--- src/design/supervisor_pkg.sv ---
// Package for the supply supervisor and watchdog block.
// Assumes a single 50 MHz clock; analog outcomes arrive as flags.
package supervisor_pkg;

    // Clock rate in Hz
    localparam int unsigned CLOCK_HZ = 50000000;

    // Reset pulse interval, in milliseconds as printed
    localparam int unsigned RESET_PULSE_MS = 200;
    // Watchdog timeout, in tenths of a second (1.6 s)
    localparam int unsigned WATCHDOG_TIMEOUT_DS = 16;
    // Shortest service pulse that must be seen, in ns
    localparam int unsigned MIN_PULSE_NS = 50;

    // Least time rounds up: cycles for the reset pulse
    localparam int unsigned RESET_PULSE_CYCLES = (RESET_PULSE_MS * (CLOCK_HZ / 1000) + 0) / 1;
    // Longest time rounds down: cycles for the watchdog timeout
    localparam int unsigned WATCHDOG_CYCLES = WATCHDOG_TIMEOUT_DS * (CLOCK_HZ / 10);
    // Cycles in the shortest pulse (rounded down, at least one)
    localparam int unsigned MIN_PULSE_CYCLES =
        ((MIN_PULSE_NS * (CLOCK_HZ / 1000000)) / 1000 < 1) ? 1 : (MIN_PULSE_NS * (CLOCK_HZ / 1000000)) / 1000;

    // Depth of the pin synchroniser
    localparam int unsigned SYNC_STAGES = 3;

    // Reset-pulse sequencer states
    typedef enum logic [1:0] {
        HOLD_LOW,
        TIMING,
        RELEASED
    } reset_state_type;

    // Analog comparator outcomes as digital flags
    typedef struct packed {
        logic below_threshold;
        logic powerfail_below_ref;
        logic backup_higher;
        logic service_floating;
    } analog_flags_type;

    // Outputs toward the supervised system
    typedef struct packed {
        logic reset_n;
        logic reset;
        logic powerfail_flag;
        logic ram_on_backup;
    } supervisor_out_type;

endpackage : supervisor_pkg

--- src/design/pin_sync.sv ---
// Synchroniser for pins arriving from outside the clock domain.
// Assumes clock_i free-running; output changes once stages 2 and 3 agree.
`timescale 1ns/1ps
module pin_sync #(
    parameter int unsigned WIDTH = 1
) (
    // Clock, reset, enable
    input wire logic clock_i,
    input wire logic resetn_i,
    input wire logic enable_i,
    // Data
    input wire logic [WIDTH-1:0] async_i,
    output logic [WIDTH-1:0] sync_o
);

    logic [WIDTH-1:0] stage1;
    logic [WIDTH-1:0] stage2;
    logic [WIDTH-1:0] stage3;
    logic [WIDTH-1:0] next_sync;

    // Accept a new level only when the two later stages agree
    always_comb begin
        for (int i = 0; i < WIDTH; i++) begin
            next_sync[i] = (stage2[i] == stage3[i]) ? stage3[i] : sync_o[i];
        end
    end

    // Stage 1 feeds only stage 2, avoiding metastable fan-out
    always_ff @(posedge clock_i) begin
        if (!resetn_i) begin
            stage1 <= '0;
            stage2 <= '0;
            stage3 <= '0;
            sync_o <= '0;
        end else if (enable_i) begin
            stage1 <= async_i;
            stage2 <= stage1;
            stage3 <= stage2;
            sync_o <= next_sync;
        end
    end

endmodule : pin_sync

--- src/design/supply_supervisor_watchdog_reset.sv ---
// Supply supervisor: timed reset, watchdog, power-fail flag, RAM supply select.
// Assumes analog comparators outside deliver flags; one 50 MHz clock.
`timescale 1ns/1ps
module supply_supervisor_watchdog_reset #(
    parameter int unsigned RESET_CYCLES = supervisor_pkg::RESET_PULSE_CYCLES,
    parameter int unsigned WATCHDOG_LIMIT = supervisor_pkg::WATCHDOG_CYCLES
) (
    // Clock, reset, enable
    input wire logic clock_i,
    input wire logic resetn_i,
    input wire logic clock_enable_i,
    // Analog comparator flags, asynchronous
    input wire logic supply_below_threshold_i,
    input wire logic powerfail_sense_input_i,
    input wire logic backup_supply_input_i,
    input wire logic service_floating_i,
    // Watchdog service pin from the processor
    input wire logic watchdog_service_input_i,
    // Outputs toward the system
    output logic reset_n_o,
    output logic reset_o,
    output logic powerfail_flag_output_o,
    output logic ram_on_backup_o,
    output logic watchdog_timeout_o
);

    localparam int unsigned RESET_W = (RESET_CYCLES > 1) ? $clog2(RESET_CYCLES + 1) : 1;
    localparam int unsigned WD_W = (WATCHDOG_LIMIT > 1) ? $clog2(WATCHDOG_LIMIT + 1) : 1;

    supervisor_pkg::analog_flags_type flags_raw;
    supervisor_pkg::analog_flags_type flags;
    logic service_sync;
    logic [4:0] sync_out;

    supervisor_pkg::reset_state_type state;
    supervisor_pkg::reset_state_type next_state;
    logic [RESET_W-1:0] pulse_count;
    logic [RESET_W-1:0] next_pulse_count;
    logic [WD_W-1:0] wd_count;
    logic [WD_W-1:0] next_wd_count;
    logic service_prev;
    logic next_service_prev;
    logic timeout;
    logic next_timeout;
    supervisor_pkg::supervisor_out_type outs;
    supervisor_pkg::supervisor_out_type next_outs;
    logic backup_mode;
    logic service_edge;

    // Gather the analog outcomes; bit 1 of the flag set is backup-above-main
    assign flags_raw.below_threshold = supply_below_threshold_i;
    assign flags_raw.powerfail_below_ref = powerfail_sense_input_i;
    assign flags_raw.backup_higher = backup_supply_input_i;
    assign flags_raw.service_floating = service_floating_i;

    // All pins, the service input among them, pass one synchroniser
    pin_sync #(
        .WIDTH(5)
    ) u_sync (
        .clock_i(clock_i),
        .resetn_i(resetn_i),
        .enable_i(clock_enable_i),
        .async_i({flags_raw, watchdog_service_input_i}),
        .sync_o(sync_out)
    );

    assign flags = supervisor_pkg::analog_flags_type'(sync_out[4:1]);
    assign service_sync = sync_out[0];

    // Backup mode: main below threshold and backup supply higher
    assign backup_mode = flags.below_threshold & flags.backup_higher;

    // A level change on the service input; a 50ns pulse spans 2.5 cycles, so it is
    // sampled, but pulses below one period may be missed by any clocked design
    assign service_edge = (service_sync != service_prev);

    // Reset-pulse sequencer
    always_comb begin
        next_state = state;
        next_pulse_count = pulse_count;
        case (state)
            supervisor_pkg::HOLD_LOW: begin
                // Held while supply is low; timer kept at zero
                next_pulse_count = '0;
                if (!flags.below_threshold) begin
                    next_state = supervisor_pkg::TIMING;
                end
            end
            supervisor_pkg::TIMING: begin
                if (flags.below_threshold) begin
                    // Brownout mid-pulse restarts the full interval
                    next_state = supervisor_pkg::HOLD_LOW;
                    next_pulse_count = '0;
                end else if (pulse_count >= RESET_W'(RESET_CYCLES - 1)) begin
                    // Full interval elapsed, release
                    next_state = supervisor_pkg::RELEASED;
                    next_pulse_count = '0;
                end else begin
                    next_pulse_count = pulse_count + RESET_W'(1);
                end
            end
            supervisor_pkg::RELEASED: begin
                next_pulse_count = '0;
                if (flags.below_threshold) begin
                    next_state = supervisor_pkg::HOLD_LOW; // Brownout trigger
                end else if (timeout) begin
                    next_state = supervisor_pkg::TIMING; // Watchdog pulse, full width
                end
            end
            default: begin
                next_state = supervisor_pkg::HOLD_LOW;
                next_pulse_count = '0;
            end
        endcase
    end

    // Watchdog timer
    always_comb begin
        next_service_prev = service_sync;
        next_timeout = 1'b0;
        next_wd_count = wd_count;
        if (state != supervisor_pkg::RELEASED || backup_mode) begin
            // Cleared while reset asserted or in backup mode
            next_wd_count = '0;
        end else if (flags.service_floating) begin
            next_wd_count = '0; // Open input disables the watchdog
        end else if (service_edge) begin
            next_wd_count = '0; // Valid toggle clears the timer
        end else if (wd_count >= WD_W'(WATCHDOG_LIMIT - 1)) begin
            // One-cycle timeout pulse; timer restarts behind the reset pulse
            next_timeout = 1'b1;
            next_wd_count = '0;
        end else begin
            next_wd_count = wd_count + WD_W'(1); // Counting once released and driven
        end
    end

    // Output values, registered so they never glitch
    always_comb begin
        next_outs.reset_n = (next_state == supervisor_pkg::RELEASED) && !backup_mode;
        next_outs.reset = !next_outs.reset_n; // Exact inverse of active-low reset
        // Flag low when sense is below reference or in backup mode
        next_outs.powerfail_flag = !flags.powerfail_below_ref && !backup_mode;
        next_outs.ram_on_backup = backup_mode; // Main supply otherwise
    end

    // State registers; the enable freezes everything
    always_ff @(posedge clock_i) begin
        if (!resetn_i) begin
            state <= supervisor_pkg::HOLD_LOW;
            pulse_count <= '0;
            wd_count <= '0;
            service_prev <= 1'b0;
            timeout <= 1'b0;
            outs <= '{reset_n: 1'b0, reset: 1'b1, powerfail_flag: 1'b0, ram_on_backup: 1'b0};
        end else if (clock_enable_i) begin
            state <= next_state;
            pulse_count <= next_pulse_count;
            wd_count <= next_wd_count;
            service_prev <= next_service_prev;
            timeout <= next_timeout;
            outs <= next_outs;
        end
    end

    // Drive ports from registers
    assign reset_n_o = outs.reset_n;
    assign reset_o = outs.reset;
    assign powerfail_flag_output_o = outs.powerfail_flag;
    assign ram_on_backup_o = outs.ram_on_backup;
    assign watchdog_timeout_o = timeout;

endmodule : supply_supervisor_watchdog_reset

--- config.mk ---
export PLATFORM = sky130hd
export DESIGN_NAME = supply_supervisor_watchdog_reset
export DESIGN_NICKNAME = d
export VERILOG_FILES = /design/src/design/supervisor_pkg.sv /design/src/design/pin_sync.sv /design/src/design/supply_supervisor_watchdog_reset.sv
export SDC_FILE = /design/constraint.sdc
export NUM_CORES = 1
export LEC_CHECK = 0
export BUFFER_PORTS_ARGS = -buffer_cell sky130_fd_sc_hd__buf_2
export CAP_MARGIN = 25
export CORE_MARGIN = 2
export CORE_UTILIZATION = 60
export CTS_BUF_LIST = sky130_fd_sc_hd__clkbuf_8
export DETAILED_ROUTE_END_ITERATION = 6
export HOLD_SLACK_MARGIN = 0.12
export PLACE_DENSITY = 0.88
export SLEW_MARGIN = 20
export SYNTH_ARGS = -nofsm -noshare
export SYNTH_HDL_FRONTEND = slang
export SYNTH_SLANG_ARGS = --single-unit
--- constraint.sdc ---
create_clock -name clock_i -period 2.67 [get_ports clock_i]
set_input_delay 0.267 -clock clock_i [delete_from_list [all_inputs] [get_ports clock_i]]
set_output_delay 0.267 -clock clock_i [all_outputs]
set_load 0.1 [all_outputs]
Word-level counts from Yosys, hierarchy flattened
Cells that the tools add are included.
- register bits after elaboration: 79
- input port bits: 8
- output and inout bits: 5
- word-level logic and storage cells: 61
- equality and inequality tests: 10
- reduce and logical (&&, ||, !) cells: 12
- add/sub/neg operators: 2
- bitwise operators: 1
- magnitude comparators: 2
- mux-type cells: 17
- operator list (cell ; number):
    2-to-1 mux 27 bit ; 4
    2-to-1 mux 24 bit ; 3
    adder 27 x 1 -> 27 bit (second input constant) ; 1
    >= comparator 27 bit (second input constant) ; 1
    adder 24 x 1 -> 24 bit (second input constant) ; 1
    >= comparator 24 bit (second input constant) ; 1
    2-to-1 mux 2 bit ; 5
    AND reduction 2 bit ; 5
    one-hot mux 2 bit (3 select lines) ; 1
    equality test 1 bit ; 5
    equality test 2 bit (second input constant) ; 2
    2-to-1 mux 1 bit ; 4
    zero test 1 bit ; 3
    equality test 2 x 1 -> 1 bit (second input constant) ; 1
    logical AND 1 bit ; 2
    zero test 2 bit ; 1
    inequality test 2 bit (second input constant) ; 1
    bitwise AND 1 bit ; 1
    logical OR 1 bit ; 1
    inequality test 1 bit ; 1

Depth between registers and ports, before layout
- depth in word-level cells: 7
- depth in mapped cells: 8
- depth with buffers taken out: 6

Cells and area by module
From an unflattened synthesis, not the netlist that was laid out.
- cells, all modules: 441
- area total of the unflattened synthesis: 3743.6 µm²
- by module, submodules not included (module ; times used ; cells an instance ; area an instance (µm²) ; sequential area each (µm²)):
    supply_supervisor_watchdog_reset ; 1 ; 360 ; 2911.5 ; 1181.1
    pin_sync ; 1 ; 81 ; 832.0 ; 400.4

Least setup slack after synthesis
No wires, ideal clock.
- path type: flip-flop to flip-flop
- start: register wd_count[17]
- end: register wd_count[15]
- data arrival time: 1.919 ns
- data required time: 2.597 ns
- setup time: 0.073 ns
- path buffers: 2
- stages on the path, launching flop included: 8
- path slack: 0.678 ns
- cell sequence: dfxtp_1 -> clkbuf_2 -> nor3_2 -> a211oi_1 -> or4b_4 -> buf_6 -> or4_4 -> o211ai_2
- longest elaborated chain between the ends: 5
- RTL lines (element ; RTL line ; RTL):
    from (decl) ; supply_supervisor_watchdog_reset.sv:39 ; logic [WD_W-1:0] wd_count;
    from (signal assigned) ; supply_supervisor_watchdog_reset.sv:159 ; wd_count <= next_wd_count;
    >= comparator 27 bit ; supply_supervisor_watchdog_reset.sv:129 ; end else if (wd_count >= WD_W'(WATCHDOG_LIMIT - 1)) begin
    2-to-1 mux 27 bit ; supply_supervisor_watchdog_reset.sv:129 ;
    2-to-1 mux 27 bit ; supply_supervisor_watchdog_reset.sv:127 ; end else if (service_edge) begin
    2-to-1 mux 27 bit ; supply_supervisor_watchdog_reset.sv:125 ; end else if (flags.service_floating) begin
    2-to-1 mux 27 bit ; supply_supervisor_watchdog_reset.sv:122 ; if (state != supervisor_pkg::RELEASED || backup_mode) begin
No other way between the ends.
A chain may end at the register's enable or synchronous reset.

Worst setup path after layout
- start: register wd_count[5]
- end: register wd_count[5]
- longest elaborated chain between the ends: 5
- RTL lines (element ; RTL line):
    adder 27 x 1 -> 27 bit or >= comparator 27 bit (tied branches) ; supply_supervisor_watchdog_reset.sv:134, supply_supervisor_watchdog_reset.sv:129
    2-to-1 mux 27 bit * ; supply_supervisor_watchdog_reset.sv:129
    2-to-1 mux 27 bit * ; supply_supervisor_watchdog_reset.sv:127
    2-to-1 mux 27 bit * ; supply_supervisor_watchdog_reset.sv:125
    2-to-1 mux 27 bit * ; supply_supervisor_watchdog_reset.sv:122
Every way passes the cells marked *; elsewhere a longest branch is shown, timed or not.

==> impl_metrics.env <==
export IMPL_wirelength_microns=8120
export IMPL_die_x_microns=84.1
export IMPL_grt_overflow=0
export IMPL_hold_viol_final=0
export IMPL_drc=0
export IMPL_critical_path_slowest_cell="o2111a_1"
export IMPL_rr_endpoint="wd_count[5]$_SDFFE_PN0P_"
export IMPL_via_count=3319
export IMPL_die_h_microns=84.1
export IMPL_final_common_cell="dfxtp_1"
export IMPL_fillerInstances=493
export IMPL_start_util_pct=61.4
export IMPL_firstDrtPassIters=4
export IMPL_drv_slew=0
export IMPL_fin_cells=534
export IMPL_tns_ps=0
export IMPL_synthesis_nets=453
export IMPL_synth_warnings=0
export IMPL_layout_drive_gt1_share_pct=10.1
export IMPL_endpoint_kind="flop"
export IMPL_die_area_sq_mm=0.00708
export IMPL_cp_top_family="compound AO/OA/AOI/OAI gates"
export IMPL_outcome="finished clean"
export IMPL_dp_hpwl_microns=5400
export IMPL_grt_max_degree=38
export IMPL_cp_start_kind="flop"
export IMPL_routed_via_density=6.22
export IMPL_synth_distinct_cells=55
export IMPL_worst_pin_slew_ps=651
export IMPL_cts_buffer_depth=2
export IMPL_max_slew_margin_rel_pct=56.2
export IMPL_hold_end="u_sync.stage1[0]$_SDFFE_PN0P_"
export IMPL_ir_worst_vdd_mv=0.457
export IMPL_diodes=0
export IMPL_avgRoutedWirePerCell_microns=15.2
export IMPL_worstSkewPairLatency_ps=350
export IMPL_ys_flop_type="dfxtp_1"
export IMPL_track_usage_pct=23.7
export IMPL_p_leak_nw=1.58
export IMPL_whs_path_depth=3
export IMPL_ys_seq_area_share_pct=41.0
export IMPL_final_net_count=462
export IMPL_synth_seq_cells=79
export IMPL_grt_pass1_vias=3118
export IMPL_fin_skew_ps=9.14
export IMPL_synthArstFlopShare_pct=0
export IMPL_synth_edff_count=0
export IMPL_worstSetupPathType="flop to flop"
export IMPL_cp_data_required_time_ps=2910
export IMPL_r2r_start="wd_count[5]$_SDFFE_PN0P_"
export IMPL_r2r_cells=6
export IMPL_powerDensity_mw_per_mm2=550
export IMPL_arrival_ps=2620
export IMPL_syn_to_final_growth_pct=9.03
export IMPL_path_max_fanout=20
export IMPL_setup_viol=0
export IMPL_min_path_type="input pin to flop"
export IMPL_max_cap_violations=0
export IMPL_drt_iter0_drc=227
export IMPL_cts_tree="yes"
export IMPL_ctsResizeCount=0
export IMPL_avgSynthCellArea_sq_um=8.70
export IMPL_critPathBufInv=1
export IMPL_max_freq_mhz=421
export IMPL_antenna_found_initial=0
export IMPL_core_region_area_sq_mm=0.00628
export IMPL_numPlacedInstances=518
export IMPL_worstPathCellList="nand3_1 -> nor4_1 -> o2111a_1 -> buf_4 -> nor3_1 -> a221o_1"
export IMPL_root_buffer="clkbuf_8"
export IMPL_io_pins=13
export IMPL_hold_buffers=0
export IMPL_num_rows=29
export IMPL_r2r_setup_slack_ps=300
export IMPL_clkSlewWorstSetupHoldPaths_ps=80
export IMPL_rsz0062_at_grt="no"
export IMPL_finalCritPeriodShare_pct=88.9
export IMPL_cts_inserted_buffers=9
export IMPL_io_buffers=12
export IMPL_synthCells=443
export IMPL_post_cts_buffers=0
export IMPL_period_minus_slack_ps=2370
export IMPL_worstHoldStart="watchdog_service_input_i"
export IMPL_layout_common_cells="dfxtp_1 (79), nand2_1 (42), a21oi_1 (26)"
export IMPL_cts_sinks=79
export IMPL_drt_antenna_violating_nets=0
export IMPL_htree_levels=3
export IMPL_synth_area_sq_mm=0.00385
export IMPL_critPathMaxStageDelay_ps=630
export IMPL_grt_pass1_wl_microns=14000
export IMPL_gp_congestion=0.936
[synth_stat cells, drive strengths merged (8+ instances only)]
cell | n | area share, %
nor2 | 18 | 1.8
mux2i | 16 | 4.2
and3 | 8 | 1.3
clkbuf | 18 | 1.8
o31ai | 10 | 1.9
xnor2 | 10 | 2.3
nor2b | 22 | 3.6
a21o | 13 | 2.5
nand4 | 15 | 2.4
nand2 | 42 | 4.1
xor2 | 20 | 4.5
o21ai | 19 | 2.5
dfxtp | 79 | 41
nand3 | 22 | 2.9
nor3 | 14 | 1.9
a21boi | 8 | 1.6
a21oi | 26 | 3.4
nor4 | 10 | 1.6
[cell families (layout without fill, tap and decap cells)]
family	count (synthesis)	in the layout	share of synthesized area, %
multiplexers	16	16	4.16
adder cells (fa/ha/maj)	2	2	0.649
AO/OA/AOI/OAI	101	101	17.5
AND/OR/NAND/NOR	184	184	26.4
XOR/XNOR	30	30	6.82
flip-flops	79	79	41.0
buffers and inverters	31	45	3.44
[worst max path at each step]
stage / startpoint / to / cells past startpoint
finish: wd_count[5]$_SDFFE_PN0P_ / wd_count[5]$_SDFFE_PN0P_ / 6
global route: wd_count[5]$_SDFFE_PN0P_ / wd_count[5]$_SDFFE_PN0P_ / 6
CTS: wd_count[5]$_SDFFE_PN0P_ / wd_count[5]$_SDFFE_PN0P_ / 6
detailed placement: wd_count[5]$_SDFFE_PN0P_ / wd_count[5]$_SDFFE_PN0P_ / 6
global placement: wd_count[5]$_SDFFE_PN0P_ / wd_count[3]$_SDFFE_PN0P_ / 6
floorplan: wd_count[17]$_SDFFE_PN0P_ / wd_count[15]$_SDFFE_PN0P_ / 7
[metal layers]
metal / up-vias / global-route usage (%) / part of all wire, %
met5: - / 0 / 0
met4: 0 / 7.92 / 0.91
met3: 8 / 4.23 / 4.8
met2: 96 / 39.8 / 48
met1: 1587 / 31.1 / 46
li1: 1628 / - / -
[metrics by stage]
stage | power [mW] | setup WS, ps | util [%] | area (sq um) | hold WS [ps]
after floorplan | 1.33 | 678 | - | 3850 | 436
after global placement | 1.35 | 470 | 63.4 | 3980 | 452
after detailed placement | 1.36 | 366 | 63.4 | 3980 | 466
after CTS | 2.32 | 345 | 66.9 | 4200 | 175
after global routing | 2.38 | 137 | 66.9 | 4200 | 198
final | 2.31 | 296 | 66.9 | 4200 | 178
[tightest hold or removal path, stage by stage]
cell and delay (ps):
buf_2 70, mux2i_1 50, nor2b_1 100
[power breakdown]
group / internal, mW / leakage (nW) / total [mW] / switching, mW
logic: 0.0451 / 0.833 / 0.127 / 0.0818
registers: 1.19 / 0.639 / 1.20 / 0.0112
clock network: 0.549 / 0.114 / 0.981 / 0.433
[registers in the layout (all words and copies together), names as in the netlist]
name,flops
u_sync.sync_o,5
service_prev,1
reset_n_o,1
powerfail_flag_output_o,1
u_sync.stage1,5
wd_count,27
ram_on_backup_o,1
u_sync.stage2,5
u_sync.stage3,5
reset_o,1
watchdog_timeout_o,1
state,2
pulse_count,24
[area by class of cell]
class	count	area (sq um)	share of cell area (%)
clock buffers	10	138	3.28
clock inverters	6	85.1	2.03
inverters	7	26.3	0.625
multi-input cells	333	2140	50.9
flip-flops and latches	79	1580	37.6
well taps	77	96.3	2.29
repair buffers	22	135	3.22
Power figures use the tool's default switching activity.
